===== config.mk =====
export PLATFORM = sky130hd
export DESIGN_NAME = sprw_regs
export DESIGN_NICKNAME = d
export VERILOG_FILES = /design/src/hdl/sprw_pkg.sv /design/src/hdl/sprw_regs.sv
export SDC_FILE = /design/constraint.sdc
export NUM_CORES = 1
export LEC_CHECK = 0
export BUFFER_PORTS_ARGS = -buffer_cell sky130_fd_sc_hd__buf_2
export CAP_MARGIN = 30
export CELL_PAD_IN_SITES_DETAIL_PLACEMENT = 2
export CELL_PAD_IN_SITES_GLOBAL_PLACEMENT = 2
export CORE_ASPECT_RATIO = 0.5
export CORE_MARGIN = 3
export CORE_UTILIZATION = 39
export CTS_BUF_LIST = sky130_fd_sc_hd__clkbuf_8
export CTS_CLUSTER_SIZE = 10
export DETAILED_ROUTE_END_ITERATION = 10
export PLACE_DENSITY_LB_ADDON = 0.1
export REMOVE_ABC_BUFFERS = 1
export SLEW_MARGIN = 30
export SYNTH_ARGS = -nofsm -noshare
export SYNTH_HDL_FRONTEND = slang
export SYNTH_SLANG_ARGS = --single-unit

===== constraint.sdc =====
create_clock -name mclk_i -period 3.8 [get_ports mclk_i]
set_input_delay 0.38 -clock mclk_i [delete_from_list [all_inputs] [get_ports mclk_i]]
set_output_delay 0.38 -clock mclk_i [all_outputs]
set_load 0.05 [all_outputs]

===== src/hdl/sprw_pkg.sv =====
package sprw_pkg;

    // Register indices; each register takes one aligned word, so the byte address is four times the index
    localparam int IDX_GENERAL_CFG   = 2;
    localparam int IDX_DEVICE_STATUS = 4;
    localparam int IDX_THOLD_HIGH    = 5;
    localparam int IDX_THOLD_LOW     = 6;
    localparam int IDX_WDOG_CFG      = 7;

    // Register offsets, byte addresses on the APB
    localparam logic [7:0] ADDR_GENERAL_CFG   = 8'(IDX_GENERAL_CFG * 4);
    localparam logic [7:0] ADDR_DEVICE_STATUS = 8'(IDX_DEVICE_STATUS * 4);
    localparam logic [7:0] ADDR_THOLD_HIGH    = 8'(IDX_THOLD_HIGH * 4);
    localparam logic [7:0] ADDR_THOLD_LOW     = 8'(IDX_THOLD_LOW * 4);
    localparam logic [7:0] ADDR_WDOG_CFG      = 8'(IDX_WDOG_CFG * 4);
    localparam logic [7:0] ADDR_IRQ_STATUS    = 8'h20;
    localparam logic [7:0] ADDR_IRQ_ENABLE    = 8'h24;
    localparam logic [7:0] ADDR_IRQ_CLEAR     = 8'h28;
    localparam logic [7:0] ADDR_RELOAD        = 8'h2c;

    // Field positions
    localparam int BIT_CKSUM_OK     = 7;
    localparam int BIT_INIT_DONE    = 6;
    localparam int BIT_REF_VALID    = 4;
    localparam int BIT_PARITY_EN    = 1;
    localparam int BIT_TIMER_OFF    = 0;
    localparam int BIT_RELOAD       = 2;
    localparam int WDOG_TO_LSB      = 1;
    localparam int WDOG_TO_MSB      = 7;

    // Reset values
    localparam logic [7:0] RST_THOLD_HIGH = 8'h01;
    localparam logic [7:0] RST_THOLD_LOW  = 8'h00;
    localparam logic [6:0] RST_WDOG_TO    = 7'h7f;
    localparam logic [7:0] RST_GENERAL    = 8'h02;

    // Timing
    localparam int CLK_HZ         = 40_000_000;
    localparam int WDOG_UNIT_MS   = 2;
    localparam int WDOG_UNIT_CYC  = CLK_HZ / 1000 * WDOG_UNIT_MS;
    localparam int REF_WIN_US     = 10;
    localparam int REF_WIN_CYC    = CLK_HZ / 1_000_000 * REF_WIN_US;
    localparam int REF_MIN_MHZ    = 12;
    localparam int REF_MAX_MHZ    = 64;
    localparam int REF_MIN_EDGES  = REF_MIN_MHZ * REF_WIN_US;
    localparam int REF_MAX_EDGES  = REF_MAX_MHZ * REF_WIN_US;
    localparam int LOAD_CYC       = 16;

    // Interrupt bits
    localparam int IRQ_INIT_DONE  = 0;
    localparam int IRQ_WDOG       = 1;
    localparam int IRQ_PARITY     = 2;
    localparam int IRQ_REF_LOST   = 3;
    localparam int IRQ_W          = 4;

    typedef enum logic [2:0] {
        LOAD_IDLE = 3'b001,
        LOAD_BUSY = 3'b010,
        LOAD_DONE = 3'b100
    } sprw_load_t;

    typedef struct packed {
        logic        psel;
        logic        penable;
        logic        pwrite;
        logic [7:0]  paddr;
        logic [31:0] pwdata;
    } sprw_apb_req_t;

endpackage


===== src/hdl/sprw_regs.sv =====
// How it works
// RULE1 - Checksum-ok bit 7 set after load only if stored configuration checksum valid.
// RULE2 - Init-done bit 6 set once configuration load fully completes.
// RULE3 - Bit 4 high while reference clock measures between 12 and 64 MHz.
// RULE4 - Threshold is high byte bits 15:8 and low byte bits 7:0.
// RULE5 - Each port flags parity error when its count reaches the threshold.
// RULE6 - Threshold resets to high 0x1, low 0x0; both bytes read and write.
// RULE7 - Watchdog ends control-channel transactions that outlast the programmed timeout.
// RULE8 - Timeout is bits 7:1 of watchdog config, two milliseconds per count.
// RULE9 - Timeout field resets to 0x7F; software should never write zero.
// RULE10 - Watchdog config bit 0 disables the watchdog when one; resets zero.
// RULE11 - Parity errors counted only while general config bit 1 is set.
// RULE12 - Software polls init-done after requesting a reload with restart bit 2.
// RULE13 - Status register ignores writes; reserved bits read zero.
`timescale 1ns/100ps
`default_nettype none
module sprw_regs
    import sprw_pkg::*;
#(
    parameter int NPORTS        = 4,
    parameter int WDOG_UNIT_CNT = WDOG_UNIT_CYC
) (
    // Clock, reset, enable
    input  wire logic              mclk_i,
    input  wire logic              arst_n_i,
    input  wire logic              clk_en_i,
    // APB slave
    input  wire logic              psel_i,
    input  wire logic              penable_i,
    input  wire logic              pwrite_i,
    input  wire logic [7:0]        paddr_i,
    input  wire logic [31:0]       pwdata_i,
    output logic [31:0]            prdata_o,
    output logic                   pready_o,
    output logic                   pslverr_o,
    // Configuration store
    input  wire logic              cfg_checksum_ok_i,
    // Reference clock, sampled as a level
    input  wire logic              reference_clock_input_i,
    // Receive ports
    input  wire logic [NPORTS-1:0] rx_parity_err_i,
    input  wire logic [NPORTS-1:0] port_cnt_clr_i,
    output logic [NPORTS-1:0]      parity_error_flag_o,
    // Control channel
    input  wire logic              cc_busy_i,
    output logic                   cc_abort_o,
    // Interrupt
    output logic                   irq_o
);

    typedef struct packed {
        logic [1:0]              rst_sync;
        sprw_load_t              load;
        logic [4:0]              load_cnt;
        logic                    cksum_ok;
        logic                    init_done;
        logic                    ref_valid;
        logic                    ref_prev;
        logic [15:0]             ref_win;
        logic [10:0]             ref_edges;
        logic [7:0]              general;
        logic [7:0]              thold_high;
        logic [7:0]              thold_low;
        logic [6:0]              wdog_to;
        logic                    wdog_off;
        logic [16:0]             unit_cnt;
        logic [6:0]              wdog_units;
        logic                    cc_abort;
        logic [NPORTS*16-1:0]    par_cnt;
        logic [NPORTS-1:0]       par_flag;
        logic [IRQ_W-1:0]        irq_sts;
        logic [IRQ_W-1:0]        irq_en;
        logic                    irq;
        logic [31:0]             prdata;
        logic                    pready;
        logic                    pslverr;
    } sprw_state_t;

    sprw_state_t   cur;
    sprw_state_t   next_cur;
    sprw_apb_req_t req;
    logic          rst_n;

    assign req   = '{psel: psel_i, penable: penable_i, pwrite: pwrite_i, paddr: paddr_i, pwdata: pwdata_i};
    assign rst_n = cur.rst_sync[1];

    always_comb begin
        logic [15:0]       thold;
        logic [IRQ_W-1:0]  ev;
        logic [7:0]        rd;
        logic              hit;
        logic              wr;
        logic              rd_en;
        logic              ref_rise;
        logic [15:0]       cnt;
        next_cur = cur;
        thold    = {cur.thold_high, cur.thold_low}; // RULE4
        ev       = '0;
        rd       = '0;
        hit      = 1'b1;
        wr       = req.psel && req.penable && !cur.pready && req.pwrite;
        rd_en    = req.psel && req.penable && !cur.pready && !req.pwrite;
        ref_rise = reference_clock_input_i && !cur.ref_prev;
        cnt      = '0;
        next_cur.rst_sync = {cur.rst_sync[0], 1'b1};

        // Configuration load sequence; a reload request repeats it
        case (cur.load)
            LOAD_IDLE: begin
                next_cur.load     = LOAD_BUSY;
                next_cur.load_cnt = '0;
            end
            LOAD_BUSY: begin
                next_cur.load_cnt = cur.load_cnt + 5'h01;
                if (cur.load_cnt == 5'(LOAD_CYC - 1)) begin
                    next_cur.load      = LOAD_DONE;
                    next_cur.init_done = 1'b1; // RULE2
                    next_cur.cksum_ok  = cfg_checksum_ok_i; // RULE1
                    ev[IRQ_INIT_DONE]  = 1'b1;
                end
            end
            LOAD_DONE: begin
                if (wr && req.paddr == ADDR_RELOAD && req.pwdata[BIT_RELOAD]) begin
                    next_cur.load      = LOAD_IDLE; // RULE12
                    next_cur.init_done = 1'b0;
                    next_cur.cksum_ok  = 1'b0;
                end
            end
            default: next_cur.load = LOAD_IDLE;
        endcase

        // Reference frequency: count rising edges over a fixed window
        next_cur.ref_prev = reference_clock_input_i;
        if (ref_rise && cur.ref_edges != '1)
            next_cur.ref_edges = cur.ref_edges + 11'h001;
        if (cur.ref_win == 16'(REF_WIN_CYC - 1)) begin
            next_cur.ref_win   = '0;
            next_cur.ref_edges = '0;
            next_cur.ref_valid = (cur.ref_edges >= 11'(REF_MIN_EDGES))
                              && (cur.ref_edges <= 11'(REF_MAX_EDGES)); // RULE3
            if (cur.ref_valid && !next_cur.ref_valid)
                ev[IRQ_REF_LOST] = 1'b1;
        end else begin
            next_cur.ref_win = cur.ref_win + 16'h0001;
        end

        // Per-port parity counters, saturating
        for (int p = 0; p < NPORTS; p++) begin
            cnt = cur.par_cnt[p*16 +: 16];
            if (port_cnt_clr_i[p]) begin
                cnt = '0;
                next_cur.par_flag[p] = 1'b0;
            end else if (rx_parity_err_i[p] && cur.general[BIT_PARITY_EN] && cnt != '1) begin
                cnt = cnt + 16'h0001; // RULE11
            end
            next_cur.par_cnt[p*16 +: 16] = cnt;
            if (cnt >= thold) begin
                next_cur.par_flag[p] = 1'b1; // RULE5
                if (!cur.par_flag[p])
                    ev[IRQ_PARITY] = 1'b1;
            end
        end

        // Watchdog: counts 2 ms units while a transaction is open
        next_cur.cc_abort = 1'b0;
        if (!cc_busy_i || cur.wdog_off) begin // RULE10
            next_cur.unit_cnt   = '0;
            next_cur.wdog_units = '0;
        end else if (cur.unit_cnt == 17'(WDOG_UNIT_CNT - 1)) begin
            next_cur.unit_cnt = '0;
            if (cur.wdog_units + 7'h01 >= cur.wdog_to) begin // RULE8
                next_cur.cc_abort   = 1'b1; // RULE7
                next_cur.wdog_units = '0;
                ev[IRQ_WDOG]        = 1'b1;
            end else begin
                next_cur.wdog_units = cur.wdog_units + 7'h01;
            end
        end else begin
            next_cur.unit_cnt = cur.unit_cnt + 17'h00001;
        end

        // APB: one wait state, answer in the cycle after the access phase begins
        next_cur.pready  = 1'b0;
        next_cur.pslverr = 1'b0;
        case (req.paddr)
            ADDR_GENERAL_CFG:   rd = cur.general;
            ADDR_DEVICE_STATUS: begin
                rd[BIT_CKSUM_OK]  = cur.cksum_ok;
                rd[BIT_INIT_DONE] = cur.init_done;
                rd[BIT_REF_VALID] = cur.ref_valid; // RULE13
            end
            ADDR_THOLD_HIGH:    rd = cur.thold_high; // RULE6
            ADDR_THOLD_LOW:     rd = cur.thold_low; // RULE6
            ADDR_WDOG_CFG:      rd = {cur.wdog_to, cur.wdog_off};
            ADDR_IRQ_STATUS:    rd = 8'(cur.irq_sts);
            ADDR_IRQ_ENABLE:    rd = 8'(cur.irq_en);
            ADDR_IRQ_CLEAR:     rd = '0;
            ADDR_RELOAD:        rd = '0;
            default:            hit = 1'b0;
        endcase
        if (wr || rd_en) begin
            next_cur.pready  = 1'b1;
            next_cur.pslverr = !hit;
            next_cur.prdata  = rd_en ? {24'h000000, rd} : '0;
        end
        if (wr) begin
            case (req.paddr)
                ADDR_GENERAL_CFG: next_cur.general    = req.pwdata[7:0];
                ADDR_THOLD_HIGH:  next_cur.thold_high = req.pwdata[7:0]; // RULE6
                ADDR_THOLD_LOW:   next_cur.thold_low  = req.pwdata[7:0]; // RULE6
                ADDR_WDOG_CFG: begin
                    next_cur.wdog_to  = req.pwdata[WDOG_TO_MSB:WDOG_TO_LSB]; // RULE9
                    next_cur.wdog_off = req.pwdata[BIT_TIMER_OFF]; // RULE10
                end
                ADDR_IRQ_ENABLE:  next_cur.irq_en = req.pwdata[IRQ_W-1:0];
                ADDR_IRQ_CLEAR:   next_cur.irq_sts = cur.irq_sts & ~req.pwdata[IRQ_W-1:0];
                default: ; // Status register and unmapped writes are dropped
            endcase
        end
        // Set wins over a clear in the same cycle
        next_cur.irq_sts = next_cur.irq_sts | ev;
        next_cur.irq     = |(next_cur.irq_sts & next_cur.irq_en);
    end

    always_ff @(posedge mclk_i or negedge arst_n_i) begin
        if (!arst_n_i) begin
            cur            <= '0;
            cur.load       <= LOAD_IDLE;
            cur.general    <= RST_GENERAL;
            cur.thold_high <= RST_THOLD_HIGH; // RULE6
            cur.thold_low  <= RST_THOLD_LOW;
            cur.wdog_to    <= RST_WDOG_TO; // RULE9
        end else if (clk_en_i) begin
            if (!rst_n) begin
                cur.rst_sync <= next_cur.rst_sync;
            end else begin
                cur <= next_cur;
            end
        end
    end

    assign prdata_o            = cur.prdata;
    assign pready_o            = cur.pready;
    assign pslverr_o           = cur.pslverr;
    assign parity_error_flag_o = cur.par_flag;
    assign cc_abort_o          = cur.cc_abort;
    assign irq_o               = cur.irq;

endmodule
`default_nettype wire


==> reports/metrics.csv, run 1 <==
metric,value,unit
LEAKAGE,6.20,nW
Max-Slew Margin vs Limit,43.9,%
critical path buffer and inverter count,3,
final worst-path cycle share,96.0,%
MaxCap Viol Count,0,
placed cell areas,12800,µm²
VDD IR max,0.222,mV
Inserted Diodes,0,
status,finished clean,
CTS buffer count,17,
vias in the first global route,11923,
Final Hold Viols,0,
Crit path max-delay family,simple AND/OR/NAND/NOR gates,
Critical Path RT,4.21,ns
Hold WS,0.0718,ns
Final min period,3.65,ns
DRC,0,
utilization after layout,45.4,%
Inst Count DP,1826,
CTS max path bufs,2,
post-synth cell types,78,
max incr delay on CP,0.41,ns
CP max FO,7,
Syn. warnings,0,
area delta synth->final,11.5,%
Worst Skew,0.0224,ns
Cells after Synth,1394,
GRT Overall Usage,23.9,%
"Cell Area, Synth",12100,µm²
cell chain of the critical path,ha_2 -> and3_1 -> and4_4 -> a211oi_2 -> buf_4 -> buf_4 -> nand3_1 -> xor2_1 -> nor2_1 -> ha_1 -> or3_1 -> a221o_1 -> a211oi_2 -> o221ai_2 -> nor3_2 -> buf_4 -> o22ai_1,
IO Pins,97,
Die Width,256,µm
slowest CP cell,dfrtp_1,
sequential fraction of the synthesis area,38.2,%
Main synth FF type,dfrtp_1,
WL final,39600,µm
total gr overflow,0,
Final nets,1592,
Avg Inst Size Synth,8.71,µm²
starting density of the core,40.7,%
overall die height,131,µm
drt pass-1 iters,6,
Post-synth EDFFs,0,
Slew Limit Fails,0,
pwr dens,309,nW/µm²
layout cells sized above 1,15.1,%
CP Launch Type,flop,
DR vias,10732,
first-pass GRT wire length,64100,µm
initial antenna violation count,0,
Core Area,29800,µm²
vias per cell,5.71,
Worst setup EP type,flop,
number of cells in the finished layout apart from fillers,1880,
Crit Path Class,reg -> reg,
"Reg clk slew, reported paths",0.12,ns
post-route cell area,13500,µm²
H-tree Lvls,4,
Antenna Violating Nets Remaining,0,
CTS tree,yes,
Final Power,4.18,mW
largest net degree at the start of global routing,96,
f_max,0.274,GHz
FP Rows,44,
wire length per cell,21.1,µm
die area,33400,µm²
Initial DRC Count,675,
endpoints failing setup,0,
Worst Tran Pin Value,0.842,ns
ys async rst share,100,%
Crit path top cell by count,buf_4,
CP Data Arrival Time,4.05,ns
flop and latch count out of synthesis,185,
gpl congestion,0.837,
hpwl dp,27800,µm
I/O Buffers,48,
Root Buffer,clkbuf_8,
CTS Sinks,185,
number of fill cells,3301,
min-delay worst type,in -> reg,
"Clk Latency, worst-skew pair",0.52,ns
[area by class of cell]
cell class / count / area [µm²] / share of cell area (%)
clock buffer: 17 / 234 / 1.73
clock inverter: 15 / 180 / 1.33
inverter: 37 / 139 / 1.03
multi-input combinational: 1096 / 7040 / 52.0
sequential: 185 / 4640 / 34.3
tap: 414 / 518 / 3.83
timing repair buffer: 116 / 787 / 5.81
[sequential cells by signal, indices dropped and copies added, names as in the netlist]
signal / flops
cc_abort_o: 1
cur: 169
irq_o: 1
parity_error_flag_o: 4
prdata_o: 8
pready_o: 1
pslverr_o: 1
[worst register-to-register path, cell delays in order, from the launching register on]
cell,delay [ns]
dfrtp_1,0.41
ha_2,0.19
and3_1,0.19
and4_4,0.22
a211oi_2,0.21
buf_4,0.18
buf_4,0.11
nand3_1,0.11
xor2_1,0.16
nor2_1,0.06
ha_1,0.23
or3_1,0.31
a221o_1,0.29
a211oi_2,0.27
o221ai_2,0.17
nor3_2,0.19
buf_4,0.16
o22ai_1,0.07
[through the flow]
step / TNS [ns] / setup slack [ns]
4_1_cts: 0 / 0.0282
2_1_floorplan: 0 / 0.0334
3_3_place_gp: 0 / 0.0461
6_report: 0 / 0.151
3_5_place_dp: -0.0518 / -0.0326
5_1_grt: -0.0521 / -0.0373
[path summary, 6_finish.rpt]
check	startpoint	endpoint	slack, ns	depth (start not counted)
setup / recovery	cur[47]$_DFFE_PN0P_	irq_o$_DFFE_PN0P_	0.15	17
hold / removal	cfg_checksum_ok_i	cur[198]$_DFFE_PN0P_	0.07	2
setup reg to reg	cur[47]$_DFFE_PN0P_	irq_o$_DFFE_PN0P_	0.15	17
hold reg to reg	pslverr_o$_DFFE_PN0P_	pslverr_o$_DFFE_PN0P_	0.49	2
max in group asynchronous	arst_n_i	cur[204]$_DFFE_PN1P_	2.28	3
min in group asynchronous	arst_n_i	cur[189]$_DFFE_PN0P_	0.51	2
[power breakdown]
group | switching, mW | internal, mW | leakage (nW) | total (mW)
sequential | 0.136 | 2.06 | 2.43 | 2.20
clock | 0.869 | 0.614 | 0.213 | 1.48
combinational | 0.354 | 0.145 | 3.55 | 0.499
total | 1.36 | 2.82 | 6.20 | 4.18
[routing by layer]
layer | share of wire [%] | up-vias | track usage (%)
met3 | 3.4 | 39 | 4.08
met1 | 46 | 5517 | 30.5
met5 | 0 | - | 0
li1 | - | 5044 | -
met4 | 1.6 | 0 | 6.06
met2 | 49 | 132 | 43.0
[cells in the mapped netlist, types with 18 or more instances]
master	count	area [µm²]
xor2_1	43	377
clkbuf_1	51	191
xnor2_1	45	394
ha_1	82	1030
inv_1	37	139
o21ai_0	145	726
nand3_1	56	280
a31oi_1	20	125
and3_1	25	156
nand4_1	21	131
nor3_1	18	90.1
nor2_1	122	458
a21oi_1	55	275
nand2_1	181	679
o31ai_1	36	270
o21ai_1	20	100
buf_4	36	270
dfrtp_1	175	4380
[cell usage in the layout (no fill, tap or decap), types with 6 or more instances in the layout]
cell / count
o21ai_0: 144
a31oi_1: 20
inv_1: 38
nand2b_1: 15
dfrtp_1: 173
nor2_1: 119
nor3_1: 17
a21o_1: 12
xnor2_1: 45
nand3_1: 55
conb_1: 24
o31ai_1: 36
and3_1: 24
a211oi_2: 6
buf_4: 65
nand2_1: 180
buf_2: 47
nor2b_1: 13
a22o_1: 7
a222oi_1: 9
a21oi_1: 53
and4_1: 11
or3_1: 12
nand4_1: 21
ha_1: 81
xor2_1: 42
o21ai_1: 21
dfstp_2: 10
nor4_1: 6
mux2_2: 16
a211oi_1: 7
clkbuf_8: 18
[repair_timing]
item	4_1_cts	5_1_grt
gates resized for setup	3	28
setup endpoints to repair	2	2
buffers inserted	5	16
hold buffers	1	0
hold endpoints to repair	74	0
cloned	0	0
pin swaps	0	11
[kinds of logic after synthesis]
kind of cell,share of synthesized area (%)
AO/OA/AOI/OAI,18.0
adder cells (fa/ha/maj),8.45
XOR/XNOR,6.35
AND/OR/NAND/NOR,20.9
other,0.0309
multiplexers,2.52
flip-flops,38.2
buffers and inverters,5.48
No activity file was read; power rests on OpenSTA's default activity.
==> inputs of run 2 (changes only) <==
clock period = 4.1 ns   (was 3.8 ns; I/O delays follow)
==> run 2 against run 1 <==
- the flow now finishes with violations (negative hold slack)
- cell count fell by 1.9%
- design area shrank 3.0%
- combinational power decreased by 9.6%
- core utilization fell by 1.4 points
- register-to-register slack improved by 0.12 ns
- critical endpoint unchanged
- largest cell class unchanged
==> reports/metrics.csv, run 2 (synthesis results as in run 1) <==
metric,value,unit,change
total net switching power,1.23,mW,was 1.36 mW
Inst Count DP,1804,,"was 1,826"
Critical Path RT,4.50,ns,was 4.21 ns
initial antenna violation count,0,,unchanged
max incr delay on CP,0.46,ns,was 0.41 ns
critical path buffer and inverter count,2,,was 3
CTS buffer count,17,,unchanged
final worst-path cycle share,93.3,%,was 96.0%
CP Launch Type,flop,,unchanged
I/O Buffers,48,,unchanged
layout cells sized above 1,12.0,%,was 15.1%
wire length per cell,20.9,µm,was 21.1 µm
WL met2,19100,µm,"was 19,500 µm"
max reg flops,169,,unchanged
number of cells in the finished layout apart from fillers,1844,,"was 1,880"
"Clk Latency, worst-skew pair",0.52,ns,about the same
first-pass GRT wire length,62100,µm,"was 64,100 µm"
Die Width,256,µm,unchanged
met3 WL,951,µm,was 1340 µm
endpoints failing setup,0,,unchanged
placed cell areas,12700,µm²,"was 12,800 µm²"
DR vias,10566,,"was 10,732"
"Most flops, register",cur,,unchanged
area delta synth->final,8.15,%,was 11.5%
final setup TNS,0,ns,unchanged
WL final,38500,µm,"was 39,600 µm"
Worst setup EP type,flop,,unchanged
vias in the first global route,11298,,"was 11,923"
Crit path depth,17,,unchanged
reg2reg start,cur[47]$_DFFE_PN0P_,,unchanged
Max-Slew Margin vs Limit,41.7,%,was 43.9%
slowest CP cell,dfrtp_2,,was dfrtp_1
Crit path max-delay family,simple AND/OR/NAND/NOR gates,,unchanged
vias per cell,5.73,,was 5.71
Crit Path Class,reg -> reg,,unchanged
CTS Sinks,185,,unchanged
utilization after layout,44.0,%,was 45.4%
pwr dens,282,nW/µm²,was 309 nW/µm²
die area,33400,µm²,unchanged
Root Buffer,clkbuf_8,,unchanged
DRC,0,,unchanged
r2r setup slk,0.28,ns,was 0.15 ns
FP Rows,44,,unchanged
H-tree Lvls,4,,unchanged
IO Pins,97,,unchanged
overall die height,131,µm,unchanged
# hold bufs at CTS,0,,was 1
Final nets,1556,,"was 1,592"
"Reg clk slew, reported paths",0.11,ns,was 0.12 ns
Slew Limit Fails,0,,unchanged
Final min period,3.82,ns,was 3.65 ns
CTS tree,yes,,unchanged
hpwl dp,27700,µm,"was 27,800 µm"
multi-input logic area,6970,µm²,was 7040 µm²
Worst Skew,0.0170,ns,was 0.0224 ns
Flop pwr share,54.8,%,was 52.6%
starting density of the core,40.7,%,unchanged
WL met1,18000,µm,"was 18,100 µm"
capturing point of the worst reg2reg path,irq_o$_DFFE_PN0P_,,unchanged
Core Area,29800,µm²,unchanged
Switching Share,33.3,%,was 32.5%
"commonest non-fill, non-tap cell in the layout",nand2_1,,unchanged
post-route cell area,13100,µm²,"was 13,500 µm²"
GRT Overall Usage,23.4,%,was 23.9%
cell chain of the critical path,ha_1 -> and3_1 -> and4_1 -> a211oi_1 -> buf_4 -> and4_1 -> xnor2_1 -> nor2_1 -> ha_1 -> and3_1 -> o21ai_0 -> a21oi_1 -> a211oi_2 -> o221ai_1 -> nor3_2 -> buf_4 -> o22ai_1,,was ha_2 -> and3_1 -> and4_4 -> a211oi_2 -> buf_4 -> buf_4 -> nand3_1 -> xor2_1 -> nor2_1 -> ha_1 -> or3_1 -> a221o_1 -> a211oi_2 -> o221ai_2 -> nor3_2 -> buf_4 -> o22ai_1
Cell Int Power,2.47,mW,was 2.82 mW
LEAKAGE,5.98,nW,was 6.20 nW
CP max FO,8,,was 7
Clock Power Share,33.0,%,was 35.5%
gpl congestion,0.809,,was 0.837
failing checks,negative hold slack,,
combinational fraction of design power,12.2,%,was 11.9%
Worst Reg2Reg Path Length in Cells,17,,unchanged
total gr overflow,0,,unchanged
Inserted Diodes,0,,unchanged
Final Hold Viols,11,,was 0
VDD IR max,0.212,mV,was 0.222 mV
f_max,0.261,GHz,was 0.274 GHz
Worst Tran Pin Value,0.874,ns,was 0.842 ns
Antenna Violating Nets Remaining,0,,unchanged
"commonest non-fill, non-tap cells in the layout","nand2_1 (180), dfrtp_1 (172), o21ai_0 (145)",,"was nand2_1 (180), dfrtp_1 (173), o21ai_0 (144)"
register area,4650,µm²,was 4640 µm²
CP Data Arrival Time,4.22,ns,was 4.05 ns
min-delay worst type,in -> async,,was in -> reg
MaxCap Viol Count,0,,unchanged
number of fill cells,3315,,"was 3,301"
Initial DRC Count,629,,was 675
CTS max path bufs,2,,unchanged
Hold WS,-0.0217,ns,was 0.0718 ns
top sig layer,met4,,unchanged
largest net degree at the start of global routing,100,,was 96
drt pass-1 iters,5,,was 6
status,finished with violations,,was finished clean
[run 2: worst max-delay path by stage]
stage / end / slack, ns / startpoint
floorplan: cur[41]$_DFFE_PN0P_ / 0.33 / cur[47]$_DFFE_PN0P_
global placement: irq_o$_DFFE_PN0P_ / 0.24 / cur[47]$_DFFE_PN0P_
detailed placement: irq_o$_DFFE_PN0P_ / 0.04 / cur[51]$_DFFE_PN0P_
CTS: irq_o$_DFFE_PN0P_ / 0.005 / cur[51]$_DFFE_PN0P_
global route: irq_o$_DFFE_PN0P_ / -0.05 / cur[97]$_DFFE_PN0P_
finish: irq_o$_DFFE_PN0P_ / 0.28 / cur[47]$_DFFE_PN0P_
[run 2: layer usage]
layer  vias up  track usage [%]
li1       4973                -
met1      5457             30.3
met2       111             42.3
met3        25             3.25
met4         0             5.45
met5         -                0
[run 2: stage by stage]
stage / setup slack [ns] / hold slack, ns / total power [mW]
3_5_place_dp: 0.0361 / 0.450 / 2.52
4_1_cts: 0.00548 / 0.00675 / 3.75
5_1_grt: -0.0490 / 0.0229 / 3.90
3_3_place_gp: 0.242 / 0.447 / 2.48
6_report: 0.275 / -0.0217 / 3.71
2_1_floorplan: 0.333 / 0.114 / 2.30
[run 2: cell type report]
| cell class | instances | share of cell area (%) |
|---|---|---|
| multi-input cells | 1096 | 53.1 |
| flip-flops and latches | 185 | 35.4 |
| well taps | 414 | 3.94 |
| repair buffers | 80 | 3.82 |
| clock buffers | 17 | 1.78 |
| inverters | 37 | 1.06 |
| clock inverters | 15 | 0.953 |
[run 2: power groups by stage]
stage	combinational, mW	clock [mW]	sequential [mW]
after floorplan	0.263	0	2.04
final	0.451	1.22	2.03
after global placement	0.425	0	2.05
after global routing	0.510	1.34	2.05
after detailed placement	0.456	0	2.06
after CTS	0.459	1.26	2.03
[run 2: repair_timing]
| action | 4_1_cts | 5_1_grt |
|---|---|---|
| setup buffers | 0 | 8 |
| setup endpoints to repair | 0 | 2 |
| resized for setup | 0 | 12 |
